--- config.mk ---
export PLATFORM = sky130hd
export DESIGN_NAME = power_down_and_complement_exec
export DESIGN_NICKNAME = d
export VERILOG_FILES = /design/src/pdc_pkg.sv /design/src/machine_cycle_timer.sv /design/src/power_down_and_complement_exec.sv
export SDC_FILE = /design/constraint.sdc
export NUM_CORES = 1
export LEC_CHECK = 0
export BUFFER_PORTS_ARGS = -buffer_cell sky130_fd_sc_hd__buf_2
export CORE_UTILIZATION = 50
export CTS_CLUSTER_DIAMETER = 200
export DETAILED_ROUTE_END_ITERATION = 6
export PLACE_DENSITY = 0.8
export SYNTH_ARGS = -nofsm -noshare
export SYNTH_HDL_FRONTEND = slang
export SYNTH_SLANG_ARGS = --single-unit
--- constraint.sdc ---
create_clock -name ref_clk -period 3.7 [get_ports ref_clk]
set_input_delay 0.185 -clock ref_clk [delete_from_list [all_inputs] [get_ports ref_clk]]
set_output_delay 0.185 -clock ref_clk [all_outputs]
set_load 0.01 [all_outputs]
--- src/pdc_pkg.sv ---
// Shared constants and types for the power-down and complement unit
//
// Summary of operation
// RL1 - Power-down stops fetch and gates system clock
// RL2 - Memory and registers stay unchanged during power-down
// RL3 - Power-down zeroes watchdog counter and prescaler
// RL4 - Power-down sets power-down flag, clears timeout
// RL5 - Complement operand byte into accumulator
// RL6 - Complement leaves memory operand unmodified
// RL7 - Watchdog clear zeroes counter, clears both flags
// RL8 - Completed pre-clear pair clears both flags
// RL9 - Lone pre-clear leaves both flags unchanged
// RL10 - Four clocks per cycle, extra on PC load
package pdc_pkg;

    // ------------------------------------------------------------
    // Timing
    // ------------------------------------------------------------
    localparam int unsigned CLOCKS_PER_CYCLE = 4;
    localparam logic [1:0]  PHASE_RESET      = 2'h0;
    localparam logic [1:0]  PHASE_LAST       = 2'h3;

    // ------------------------------------------------------------
    // Reset values
    // ------------------------------------------------------------
    localparam logic       POWER_DOWN_RESET = 1'h0;
    localparam logic       TIMEOUT_RESET    = 1'h0;
    localparam logic [7:0] ACC_RESET        = 8'h00;
    localparam logic [7:0] BYTE_ONES        = 8'hFF;
    localparam logic [7:0] BYTE_ZERO        = 8'h00;

    // ------------------------------------------------------------
    // Types
    // ------------------------------------------------------------
    typedef enum logic [2:0] {
        OP_NOP                          = 3'b000,
        OP_POWER_DOWN                   = 3'b001,
        OP_WATCHDOG_CLEAR_INSTR         = 3'b010,
        OP_WATCHDOG_PRECLEAR_FIRST_INSTR  = 3'b011,
        OP_WATCHDOG_PRECLEAR_SECOND_INSTR = 3'b100,
        OP_COMPLEMENT_TO_ACCUMULATOR_INSTR = 3'b101
    } op_t;

    typedef enum logic [0:0] {
        ST_RUN    = 1'b0,
        ST_HALTED = 1'b1
    } run_state_t;

    typedef struct packed {
        logic       valid;
        op_t        op;
        logic [7:0] operand;
        logic       extraCycle;
    } instr_t;

    typedef struct packed {
        logic       accWrite;
        logic [7:0] accData;
        logic       zeroFlag;
    } acc_result_t;

endpackage : pdc_pkg

--- src/machine_cycle_timer.sv ---
// Divider that marks the last system clock of each machine cycle
module machine_cycle_timer #(
    parameter int unsigned CLOCKS = 4
) (
    input  wire logic ref_clk,
    input  wire logic rst,
    input  wire logic run,
    output logic      cycleEnd
);
    import pdc_pkg::*;

    localparam int unsigned W = (CLOCKS > 1) ? $clog2(CLOCKS) : 1;
    localparam logic [W-1:0] LAST = W'(CLOCKS - 1);

    logic [W-1:0] phase;

    // Held at phase zero while stopped so a wake starts a fresh cycle
    always_ff @(posedge ref_clk) begin
        if (rst || !run) begin
            phase    <= '0;
            cycleEnd <= 1'b0;
        end else begin
            phase    <= (phase == LAST) ? '0 : phase + W'(1);
            cycleEnd <= (phase == LAST - W'(1)) || (CLOCKS == 1);
        end
    end

endmodule : machine_cycle_timer

--- src/power_down_and_complement_exec.sv ---
// Execution of power-down, watchdog clear and complement-to-accumulator
module power_down_and_complement_exec #(
    parameter int unsigned CLOCKS_PER_MACHINE_CYCLE = pdc_pkg::CLOCKS_PER_CYCLE
) (
    input  wire logic                 ref_clk,
    input  wire logic                 rst,
    input  wire pdc_pkg::instr_t      instr,
    input  wire logic                 wakeUp,
    input  wire logic                 timeoutEvent,
    output logic                      instrTaken,
    output pdc_pkg::acc_result_t      accResult,
    output logic                      watchdogCounterClear,
    output logic                      prescalerClear,
    output logic                      power_down_flag,
    output logic                      watchdog_timeout_flag,
    output logic                      sysClockEnable,
    output logic                      fetchEnable
);
    import pdc_pkg::*;

    // ------------------------------------------------------------
    // Machine cycle timing
    // ------------------------------------------------------------
    run_state_t state;
    logic       cycleEnd;
    logic       stallPending;
    logic       take;

    machine_cycle_timer #(
        .CLOCKS (CLOCKS_PER_MACHINE_CYCLE)
    ) u_timer (
        .ref_clk  (ref_clk),
        .rst      (rst),
        .run      (state == ST_RUN),
        .cycleEnd (cycleEnd)
    );

    // Instruction accepted only at a cycle boundary, never while halted
    assign take = instr.valid && cycleEnd && (state == ST_RUN)
                  && !stallPending; // RL10

    // PC load or skip burns one more machine cycle before the next take
    always_ff @(posedge ref_clk) begin
        if (rst) begin
            stallPending <= 1'b0;
        end else if (isHalt) begin
            // Pending stall dropped so a wake starts a clean cycle
            stallPending <= 1'b0; // RL1
        end else if (take) begin
            stallPending <= instr.extraCycle; // RL10
        end else if (cycleEnd) begin
            stallPending <= 1'b0; // RL10
        end
    end

    always_ff @(posedge ref_clk) begin
        if (rst) begin
            instrTaken <= 1'b0;
        end else begin
            instrTaken <= take;
        end
    end

    // ------------------------------------------------------------
    // Decode of the taken instruction
    // ------------------------------------------------------------
    logic isHalt;
    logic isClear;
    logic isPreFirst;
    logic isPreSecond;
    logic isCompl;

    // One-hot decode; nothing fires unless the instruction was taken
    always_comb begin
        isHalt      = 1'b0;
        isClear     = 1'b0;
        isPreFirst  = 1'b0;
        isPreSecond = 1'b0;
        isCompl     = 1'b0;
        if (take) begin
            case (instr.op)
                OP_POWER_DOWN: begin
                    isHalt = 1'b1; // RL1
                end
                OP_WATCHDOG_CLEAR_INSTR: begin
                    isClear = 1'b1; // RL7
                end
                OP_WATCHDOG_PRECLEAR_FIRST_INSTR: begin
                    isPreFirst = 1'b1; // RL8
                end
                OP_WATCHDOG_PRECLEAR_SECOND_INSTR: begin
                    isPreSecond = 1'b1; // RL8
                end
                OP_COMPLEMENT_TO_ACCUMULATOR_INSTR: begin
                    isCompl = 1'b1; // RL5
                end
                default: begin
                    isHalt = 1'b0;
                end
            endcase
        end
    end

    // ------------------------------------------------------------
    // Run / power-down state
    // ------------------------------------------------------------
    always_ff @(posedge ref_clk) begin
        if (rst) begin
            state          <= ST_RUN;
            sysClockEnable <= 1'b1;
            fetchEnable    <= 1'b1;
        end else begin
            case (state)
                ST_RUN: begin
                    if (isHalt) begin
                        state          <= ST_HALTED; // RL1
                        sysClockEnable <= 1'b0; // RL1
                        fetchEnable    <= 1'b0; // RL1
                    end
                end
                ST_HALTED: begin
                    if (wakeUp) begin
                        state          <= ST_RUN;
                        sysClockEnable <= 1'b1;
                        fetchEnable    <= 1'b1;
                    end
                end
                default: begin
                    state <= ST_RUN;
                end
            endcase
        end
    end

    // ------------------------------------------------------------
    // Pre-clear pairing
    // ------------------------------------------------------------
    // Either order completes the pair; repeating one half does nothing
    logic seenFirst;
    logic seenSecond;
    logic pairDone;

    assign pairDone = (isPreFirst && seenSecond)
                      || (isPreSecond && seenFirst); // RL8

    always_ff @(posedge ref_clk) begin
        if (rst) begin
            seenFirst  <= 1'b0;
            seenSecond <= 1'b0;
        end else if (pairDone || isClear || isHalt) begin
            seenFirst  <= 1'b0;
            seenSecond <= 1'b0;
        end else begin
            if (isPreFirst) begin
                seenFirst <= 1'b1; // RL9
            end
            if (isPreSecond) begin
                seenSecond <= 1'b1; // RL9
            end
        end
    end

    // ------------------------------------------------------------
    // Watchdog and prescaler clear strobes
    // ------------------------------------------------------------
    always_ff @(posedge ref_clk) begin
        if (rst) begin
            watchdogCounterClear <= 1'b0;
            prescalerClear       <= 1'b0;
        end else begin
            watchdogCounterClear <= isHalt || isClear || pairDone; // RL3 RL7
            prescalerClear       <= isHalt; // RL3
        end
    end

    // ------------------------------------------------------------
    // Status flags
    // ------------------------------------------------------------
    // A timeout arriving with a clear still wins: it must not be lost
    always_ff @(posedge ref_clk) begin
        if (rst) begin
            watchdog_timeout_flag <= TIMEOUT_RESET;
        end else if (timeoutEvent) begin
            watchdog_timeout_flag <= 1'b1;
        end else if (isHalt) begin
            watchdog_timeout_flag <= 1'b0; // RL4
        end else if (isClear || pairDone) begin
            watchdog_timeout_flag <= 1'b0; // RL7 RL8
        end
    end

    // Lone pre-clear falls through: flag keeps its value
    always_ff @(posedge ref_clk) begin
        if (rst) begin
            power_down_flag <= POWER_DOWN_RESET;
        end else if (isHalt) begin
            power_down_flag <= 1'b1; // RL4
        end else if (isClear || pairDone) begin
            power_down_flag <= 1'b0; // RL7 RL8 RL9
        end
    end

    // ------------------------------------------------------------
    // Complement to accumulator
    // ------------------------------------------------------------
    // No memory write port exists, so the operand and all storage stay
    // untouched, including across power-down
    logic [7:0] inverted;

    assign inverted = instr.operand ^ BYTE_ONES; // RL5

    always_ff @(posedge ref_clk) begin
        if (rst) begin
            accResult.accWrite <= 1'b0;
            accResult.accData  <= ACC_RESET;
            accResult.zeroFlag <= 1'b0;
        end else begin
            accResult.accWrite <= isCompl; // RL5 RL6
            if (isCompl) begin
                accResult.accData  <= inverted; // RL5
                accResult.zeroFlag <= (inverted == BYTE_ZERO);
            end
        end
    end // RL2

endmodule : power_down_and_complement_exec

==> impl_metrics.csv, run 1 <==
group,metric,value,unit
outcome,outcome,"completed",
setup_path,cp-start-kind,"flop",
die,core,1760,µm²
logic_synthesis,yosys_warnings,0,
placement,hpwl,1320,µm
timing,finalHoldViolations,0,
run,cap_violations,0,
power_and_ir_drop,max-vdd-ir-drop,0.355,mV
logic_synthesis,syn_area,955,µm²
global_routing,grt_max_degree,21,
logic_synthesis,syn_nets,106,
layout,fillers,168,
timing,fin_crit,1.67,ns
clocking,root_buffer,"clkbuf_4",
clocking,cts_made_buffers,3,
layout,syn2layout_area_growth,18.0,%
placement,gp_congestion,0.754,
min_path,holdPathEnd,"accResult[3]",
power_and_ir_drop,power_density,363,nW/µm²
routing,drtPass1Iterations,4,
global_routing,grt_usage,0.200,
min_path,holdPathStages,2,
placement,dpl_cell_area,1100,µm²
clocking,cts_sinks,23,
timing,finClkSkew,0.0144,ns
setup_path,worstReg2RegStart,"state",
die,die_area,2090,µm²
layout,largest_reg_flops,10,
clocking,postCtsSetupRepairBufs,0,
clocking,worstSkewPairLatency,0.31,ns
layout,antennaDiodeCount,0,
timing,drv_slew,0,
placement,place_inst,138,
global_routing,antenna_found_initial,0,
clocking,clk_path_buf_depth,2,
routing,antenna_left,0,
setup_path,critPathRequiredTime,3.92,ns
global_routing,grt_pass1_vias,676,
clocking,htree_levels,1,
layout,final_cells,142,
clocking,clk_pin_slew,0.12,ns
die,dieWidth,45.7,µm
global_routing,grt_first_pass_wirelength,2880,µm
setup_path,cp-end-kind,"flop",
layout,top_register,"accResult",
power_and_ir_drop,power.total,0.409,mW
routing,vias,753,
global_routing,grt_overflow,0,
logic_synthesis,ys_types,31,
timing,max_slew_margin,0.599,
die,num_io_pins,34,
die,start_util,0.541,
setup_path,critPathKind,"reg2reg",
routing,drc,0,
timing,fin_tns_setup,0,ns
routing,dr.first_iter.drc_count,5,
timing,grt_setup_unrepaired,"false",
logic_synthesis,ys_seq_area_frac,0.482,
setup_path,crit_arrival,1.89,ns
placement,place_ws,2.01,ns
layout,nNetsFinal,137,
layout,largestRegisters,"accResult x10, u_timer.phase x2",
die,dieHeight,45.7,µm
timing,whs,0.0559,ns
timing,setup_ws,2.03,ns
logic_synthesis,synthCells,87,
die,rows,15,
routing,vias_per_cell,5.30,
clocking,hold_buffers,0,
timing,period_share,0.452,
setup_path,rr_worst_depth,3,
setup_path,crit_fanout,19,
setup_path,startpoint,"state",
layout,final_util,0.638,
timing,setup_viol,0,
power_and_ir_drop,leakage,0.472,nW
placement,portBuffers,33,
routing,wire_per_inst,12.8,µm
timing,worstMarginPinSlew,0.601,ns
clocking,cts_resized,0,
routing,routed_wl,1820,µm
setup_path,rr_endpoint,"fetchEnable",
min_path,hold_class,"in2reg",
min_path,worst_hold_startpoint,"instr[3]",
layout,stdcell_area,1130,µm²
logic_synthesis,ys_seq_elements,23,
timing,max_freq,598,MHz
logic_synthesis,avgSynthCellArea,11.0,µm²
setup_path,r2r_slack,2.03,ns
layout,drive_gt1_frac,0.393,
clocking,cts_tree,"built",
==> routing by layer <==
layer | track usage | vias up | share of wire
li1 | - | 392 | -
met4 | 0.112 | 0 | 0.021
met3 | 0.0595 | 4 | 0.053
met5 | 0 | - | 0
met1 | 0.259 | 337 | 0.46
met2 | 0.294 | 20 | 0.46
==> worst max-delay path, cell delays in order, from the launching register on <==
cell	delay [ns]
dfxtp_1	0.37
and4bb_1	0.66
nand2_1	0.22
a221o_1	0.33
==> synthesized netlist by cell type, drive strengths merged <==
library cell / instances / area (µm²)
a211o: 1 / 8.76
a211oi: 11 / 123
a21bo: 1 / 10.0
a21oi: 12 / 60.1
a221o: 1 / 10.0
a311oi: 1 / 8.76
a31oi: 2 / 12.5
and2: 2 / 15.0
and3b: 1 / 8.76
and4: 2 / 17.5
and4b: 1 / 10.0
and4bb: 1 / 12.5
buf: 6 / 47.5
clkbuf: 1 / 3.75
dfxtp: 23 / 460
ha: 2 / 25.0
inv: 1 / 3.75
nand2: 1 / 3.75
nand2b: 1 / 6.26
nand4: 1 / 6.26
nand4bb: 1 / 11.3
nor2: 4 / 15.0
nor2b: 2 / 12.5
nor3b: 3 / 22.5
nor4: 2 / 12.5
nor4bb: 2 / 20.0
or2b: 1 / 7.51
==> worst max-delay path by stage <==
stage	endpoint	slack, ns	depth (start not counted)
after floorplan	accResult[1]	2.48	5
after global placement	fetchEnable	2.08	3
after detailed placement	fetchEnable	2.01	3
after CTS	fetchEnable	2.01	3
after global routing	power_down_flag	1.87	3
final	fetchEnable	2.03	3
==> cells in the final DEF, fill, tap and decap left out, drive strengths merged, types with 2 or more instances in the layout <==
| master | n |
|---|---|
| a211oi | 11 |
| a21oi | 12 |
| a31oi | 2 |
| and2 | 2 |
| and4 | 2 |
| buf | 33 |
| clkbuf | 4 |
| dfxtp | 23 |
| ha | 2 |
| nor2 | 4 |
| nor2b | 2 |
| nor3b | 3 |
| nor4 | 2 |
| nor4bb | 2 |
==> area by class of cell <==
type	instances	area [µm²]	area share
Clock buffer	4	26.3	0.0233
Inverter	1	3.75	0.00333
Multi-Input combinational cell	56	439	0.390
Sequential cell	23	460	0.409
Tap cell	25	31.3	0.0278
Timing Repair Buffer	33	165	0.147
==> power breakdown <==
group,total [mW],switching [mW],internal [mW]
Sequential,0.257,0.00345,0.254
Clock,0.113,0.0704,0.0422
Combinational,0.0390,0.0227,0.0163
Total,0.409,0.0965,0.312
==> kinds of logic after synthesis <==
kind of cell,Yosys count,synth area share
AO/OA/AOI/OAI,29,0.244
adder cells (fa/ha/maj),2,0.0262
buffers and inverters,8,0.0577
flip-flops,23,0.482
AND/OR/NAND/NOR,25,0.190
No activity file was read; power rests on OpenSTA's default activity.
==> run 2: changes to the inputs <==
--- a/config.mk
+++ b/config.mk
@@ -5,11 +5,12 @@
 export SDC_FILE = /design/constraint.sdc
 export NUM_CORES = 1
 export LEC_CHECK = 0
+export ABC_AREA = 1
 export BUFFER_PORTS_ARGS = -buffer_cell sky130_fd_sc_hd__buf_2
-export CORE_UTILIZATION = 50
+export CORE_UTILIZATION = 47
 export CTS_CLUSTER_DIAMETER = 200
 export DETAILED_ROUTE_END_ITERATION = 6
-export PLACE_DENSITY = 0.8
+export PLACE_DENSITY = 0.77
 export SYNTH_ARGS = -nofsm -noshare
 export SYNTH_HDL_FRONTEND = slang
 export SYNTH_SLANG_ARGS = --single-unit
==> constraint.sdc (replaced) <==
create_clock -name ref_clk -period 1.7 [get_ports ref_clk]
set_input_delay 0.085 -clock ref_clk [delete_from_list [all_inputs] [get_ports ref_clk]]
set_output_delay 0.085 -clock ref_clk [all_outputs]
set_load 0.01 [all_outputs]
==> impl_metrics.csv, run 2 <==
group,metric,value,unit
outcome,outcome,"completed",
logic_synthesis,netlist.area_leader.share,0.496,
layout,final_cell_mix,"buf_2 (33), dfxtp_1 (23), nand2_1 (16)",
clocking,htree_levels,1,
placement,hpwl,1250,µm
logic_synthesis,syn_area,928,µm²
timing,drv_slew,0,
global_routing,grt_first_pass_wirelength,2990,µm
setup_path,critPathKind,"reg2reg",
power_and_ir_drop,leakage,0.630,nW
global_routing,antenna_found_initial,0,
setup_path,cp_cell_sequence,"inv_2 -> nand2_4 -> nor2_8 -> nand3_4 -> inv_4 -> o21ai_0 -> a21oi_1",
placement,gp_congestion,0.790,
routing,wire_per_inst,10.1,µm
logic_synthesis,synth-edff-count,0,
timing,max_slew_margin,0.707,
logic_synthesis,avgSynthCellArea,8.60,µm²
clocking,cts_tree,"built",
routing,vias_per_cell,4.74,
setup_path,critPathTopFamily,"flip-flops",
setup_path,rr_endpoint,"accResult[3]",
routing,wl_met2,847,µm
die,dieWidth,46.4,µm
global_routing,grt_pass1_vias,733,
power_and_ir_drop,swShare,0.237,
clocking,clk_pin_slew,0.13,ns
logic_synthesis,yosysTopAreaCell,"dfxtp_1",
clocking,clk_path_buf_depth,2,
die,rows,15,
timing,max_freq,824,MHz
power_and_ir_drop,internal_power,0.690,mW
layout,largestRegisters,"accResult x10, u_timer.phase x2",
logic_synthesis,yosys-top-cells-count,"dfxtp_1 (23), nand2_1 (16), inv_1 (13), nor2_1 (10)",
logic_synthesis,synth.area.top_cells,"dfxtp_1 (50%), nand2_1 (6.5%), inv_1 (5.3%)",
timing,whs,0.0646,ns
setup_path,slowest_stage,"dfxtp_1",
logic_synthesis,yosys.area_share.simple,0.241,
die,start_util,0.521,
timing,period_share,0.714,
logic_synthesis,synth_top_family_by_area,"simple AND/OR/NAND/NOR gates",
logic_synthesis,ys_seq_elements,23,
routing,route.met3.wl,92,µm
timing,fin_tns_setup,0,ns
die,die_area,2160,µm²
placement,portBuffers,33,
layout,largest_reg_flops,10,
logic_synthesis,synthCells,108,
timing,grt_setup_unrepaired,"false",
setup_path,crit_fanout,17,
setup_path,worstSetupEndpoint,"accResult[3]",
run,cap_violations,0,
clocking,cts_resized,0,
routing,routed.top_layer,"met4",
timing,finClkSkew,0.0110,ns
global_routing,grt_overflow,0,
routing,drc,0,
routing,drtPass1Iterations,4,
layout,top_register,"accResult",
logic_synthesis,synth_fa_ha_area_frac,0.0270,
die,core,1780,µm²
min_path,hold_class,"in2reg",
setup_path,startpoint,"state",
setup_path,worstReg2RegStart,"state",
die,num_io_pins,34,
global_routing,grt_usage,0.201,
global_routing,grt_max_degree,18,
clocking,cts_sinks,23,
power_and_ir_drop,pwr-share-comb,0.110,
min_path,worst_hold_startpoint,"instr[11]",
power_and_ir_drop,pwr-share-seq,0.619,
layout,nNetsFinal,173,
routing,vias,844,
layout,layout_commonest_cell,"buf_2",
routing,antenna_left,0,
logic_synthesis,ys.flop_type,"dfxtp_1",
setup_path,rr_worst_depth,7,
logic_synthesis,yosys.cell_count.top_type,"dfxtp_1",
routing,wl_met1,830,µm
logic_synthesis,ys_types,26,
logic_synthesis,async_flop_share,0,
clocking,cts_made_buffers,3,
clocking,worstSkewPairLatency,0.31,ns
logic_synthesis,syn_nets,127,
timing,worstMarginPinSlew,0.439,ns
layout,antennaDiodeCount,0,
logic_synthesis,synthMuxAreaShare,0,
setup_path,critPathRequiredTime,1.95,ns
logic_synthesis,ys_seq_area_frac,0.496,
setup_path,cp-start-kind,"flop",
layout,fillers,152,
logic_synthesis,synth-xor-area-share,0,
layout,drive_gt1_frac,0.301,
logic_synthesis,synth_compound_area_frac,0.137,
setup_path,cp.buffers_inverters,2,
routing,dr.first_iter.drc_count,17,
power_and_ir_drop,p_sw,0.214,mW
setup_path,crit_arrival,1.47,ns
layout,syn2layout_area_growth,32.5,%
clocking,root_buffer,"clkbuf_4",
timing,setup_viol,0,
setup_path,max_stage_delay,0.36,ns
power_and_ir_drop,power_density,735,nW/µm²
timing,finalHoldViolations,0,
die,dieHeight,46.4,µm
power_and_ir_drop,max-vdd-ir-drop,0.624,mV
logic_synthesis,yosys_warnings,0,
setup_path,cp.depth,7,
routing,routed_wl,1790,µm
setup_path,r2r_slack,0.49,ns
setup_path,cp-end-kind,"flop",
timing,fin_crit,1.21,ns
power_and_ir_drop,clockPowerShare,0.272,
run 2: cell count changes in the layout (fill, tap and decap cells not counted), moves of 6 or more:
cell and change:
nand2_1 +15, inv_1 +12, dlygate4sd3_1 +11, o21ai_0 +9, a211oi_2 -8, nor2_1 +6
run 2: cell families (layout without fill, tap and decap cells):
group	after synthesis	after routing
adder cells (fa/ha/maj)	2	2
AND/OR/NAND/NOR	42	42
buffers and inverters	18	63
AO/OA/AOI/OAI	23	23
flip-flops	23	23
run 2: timing repair:
action	CTS	global route
setup endpoints to repair	0	0
hold endpoints to repair	11	0
hold buffers	11	0
buffers inserted	0	0
run 2: power by group through the flow:
stage / Clock (mW) / Combinational (mW) / Sequential (mW)
after floorplan: 0 / 0.0418 / 0.573
after global placement: 0 / 0.0778 / 0.571
after detailed placement: 0 / 0.0788 / 0.572
after CTS: 0.254 / 0.0986 / 0.560
after global routing: 0.279 / 0.110 / 0.562
final: 0.246 / 0.0990 / 0.559
run 2: metrics by stage:
step                cells  power [mW]  cell area, µm²  setup WS [ns]   util
finish                178       0.904            1230          0.487  0.690
CTS                   178       0.912            1230          0.482  0.690
floorplan             108       0.615             928          0.611      -
global route          178       0.951            1230          0.350  0.690
global placement      163       0.649            1090          0.557  0.613
detailed placement    163       0.651            1090          0.520  0.613
run 2: worst min-delay path by stage:
stage / cells after the start / slack (ns) / to
after global placement: 2 / 0.28 / accResult[1]
after CTS: 3 / 0.06 / accResult[9]
after detailed placement: 2 / 0.28 / accResult[3]
after global routing: 3 / 0.06 / accResult[9]
final: 3 / 0.06 / accResult[9]
after floorplan: 1 / 0.15 / accResult[0]
run 2: layout make-up:
type | count | area [µm²] | share of cell area
inverter | 15 | 58.8 | 0.0478
sequential | 23 | 460 | 0.374
clock buffer | 3 | 22.5 | 0.0183
multi-input combinational | 67 | 377 | 0.306
clock inverter | 1 | 5.00 | 0.00407
timing repair buffer | 44 | 275 | 0.224
tap | 25 | 31.3 | 0.0254
run 2: worst min-delay path: cells and delay by family:
family | cells | cell delay [ns]
buf+inv | 1 | 0.13
simple gates | 2 | 0.13
run 2: layer usage:
metal / up-vias / track usage
li1: 440 / -
met1: 375 / 0.238
met2: 27 / 0.317
met3: 2 / 0.0549
met4: 0 / 0.124
met5: - / 0
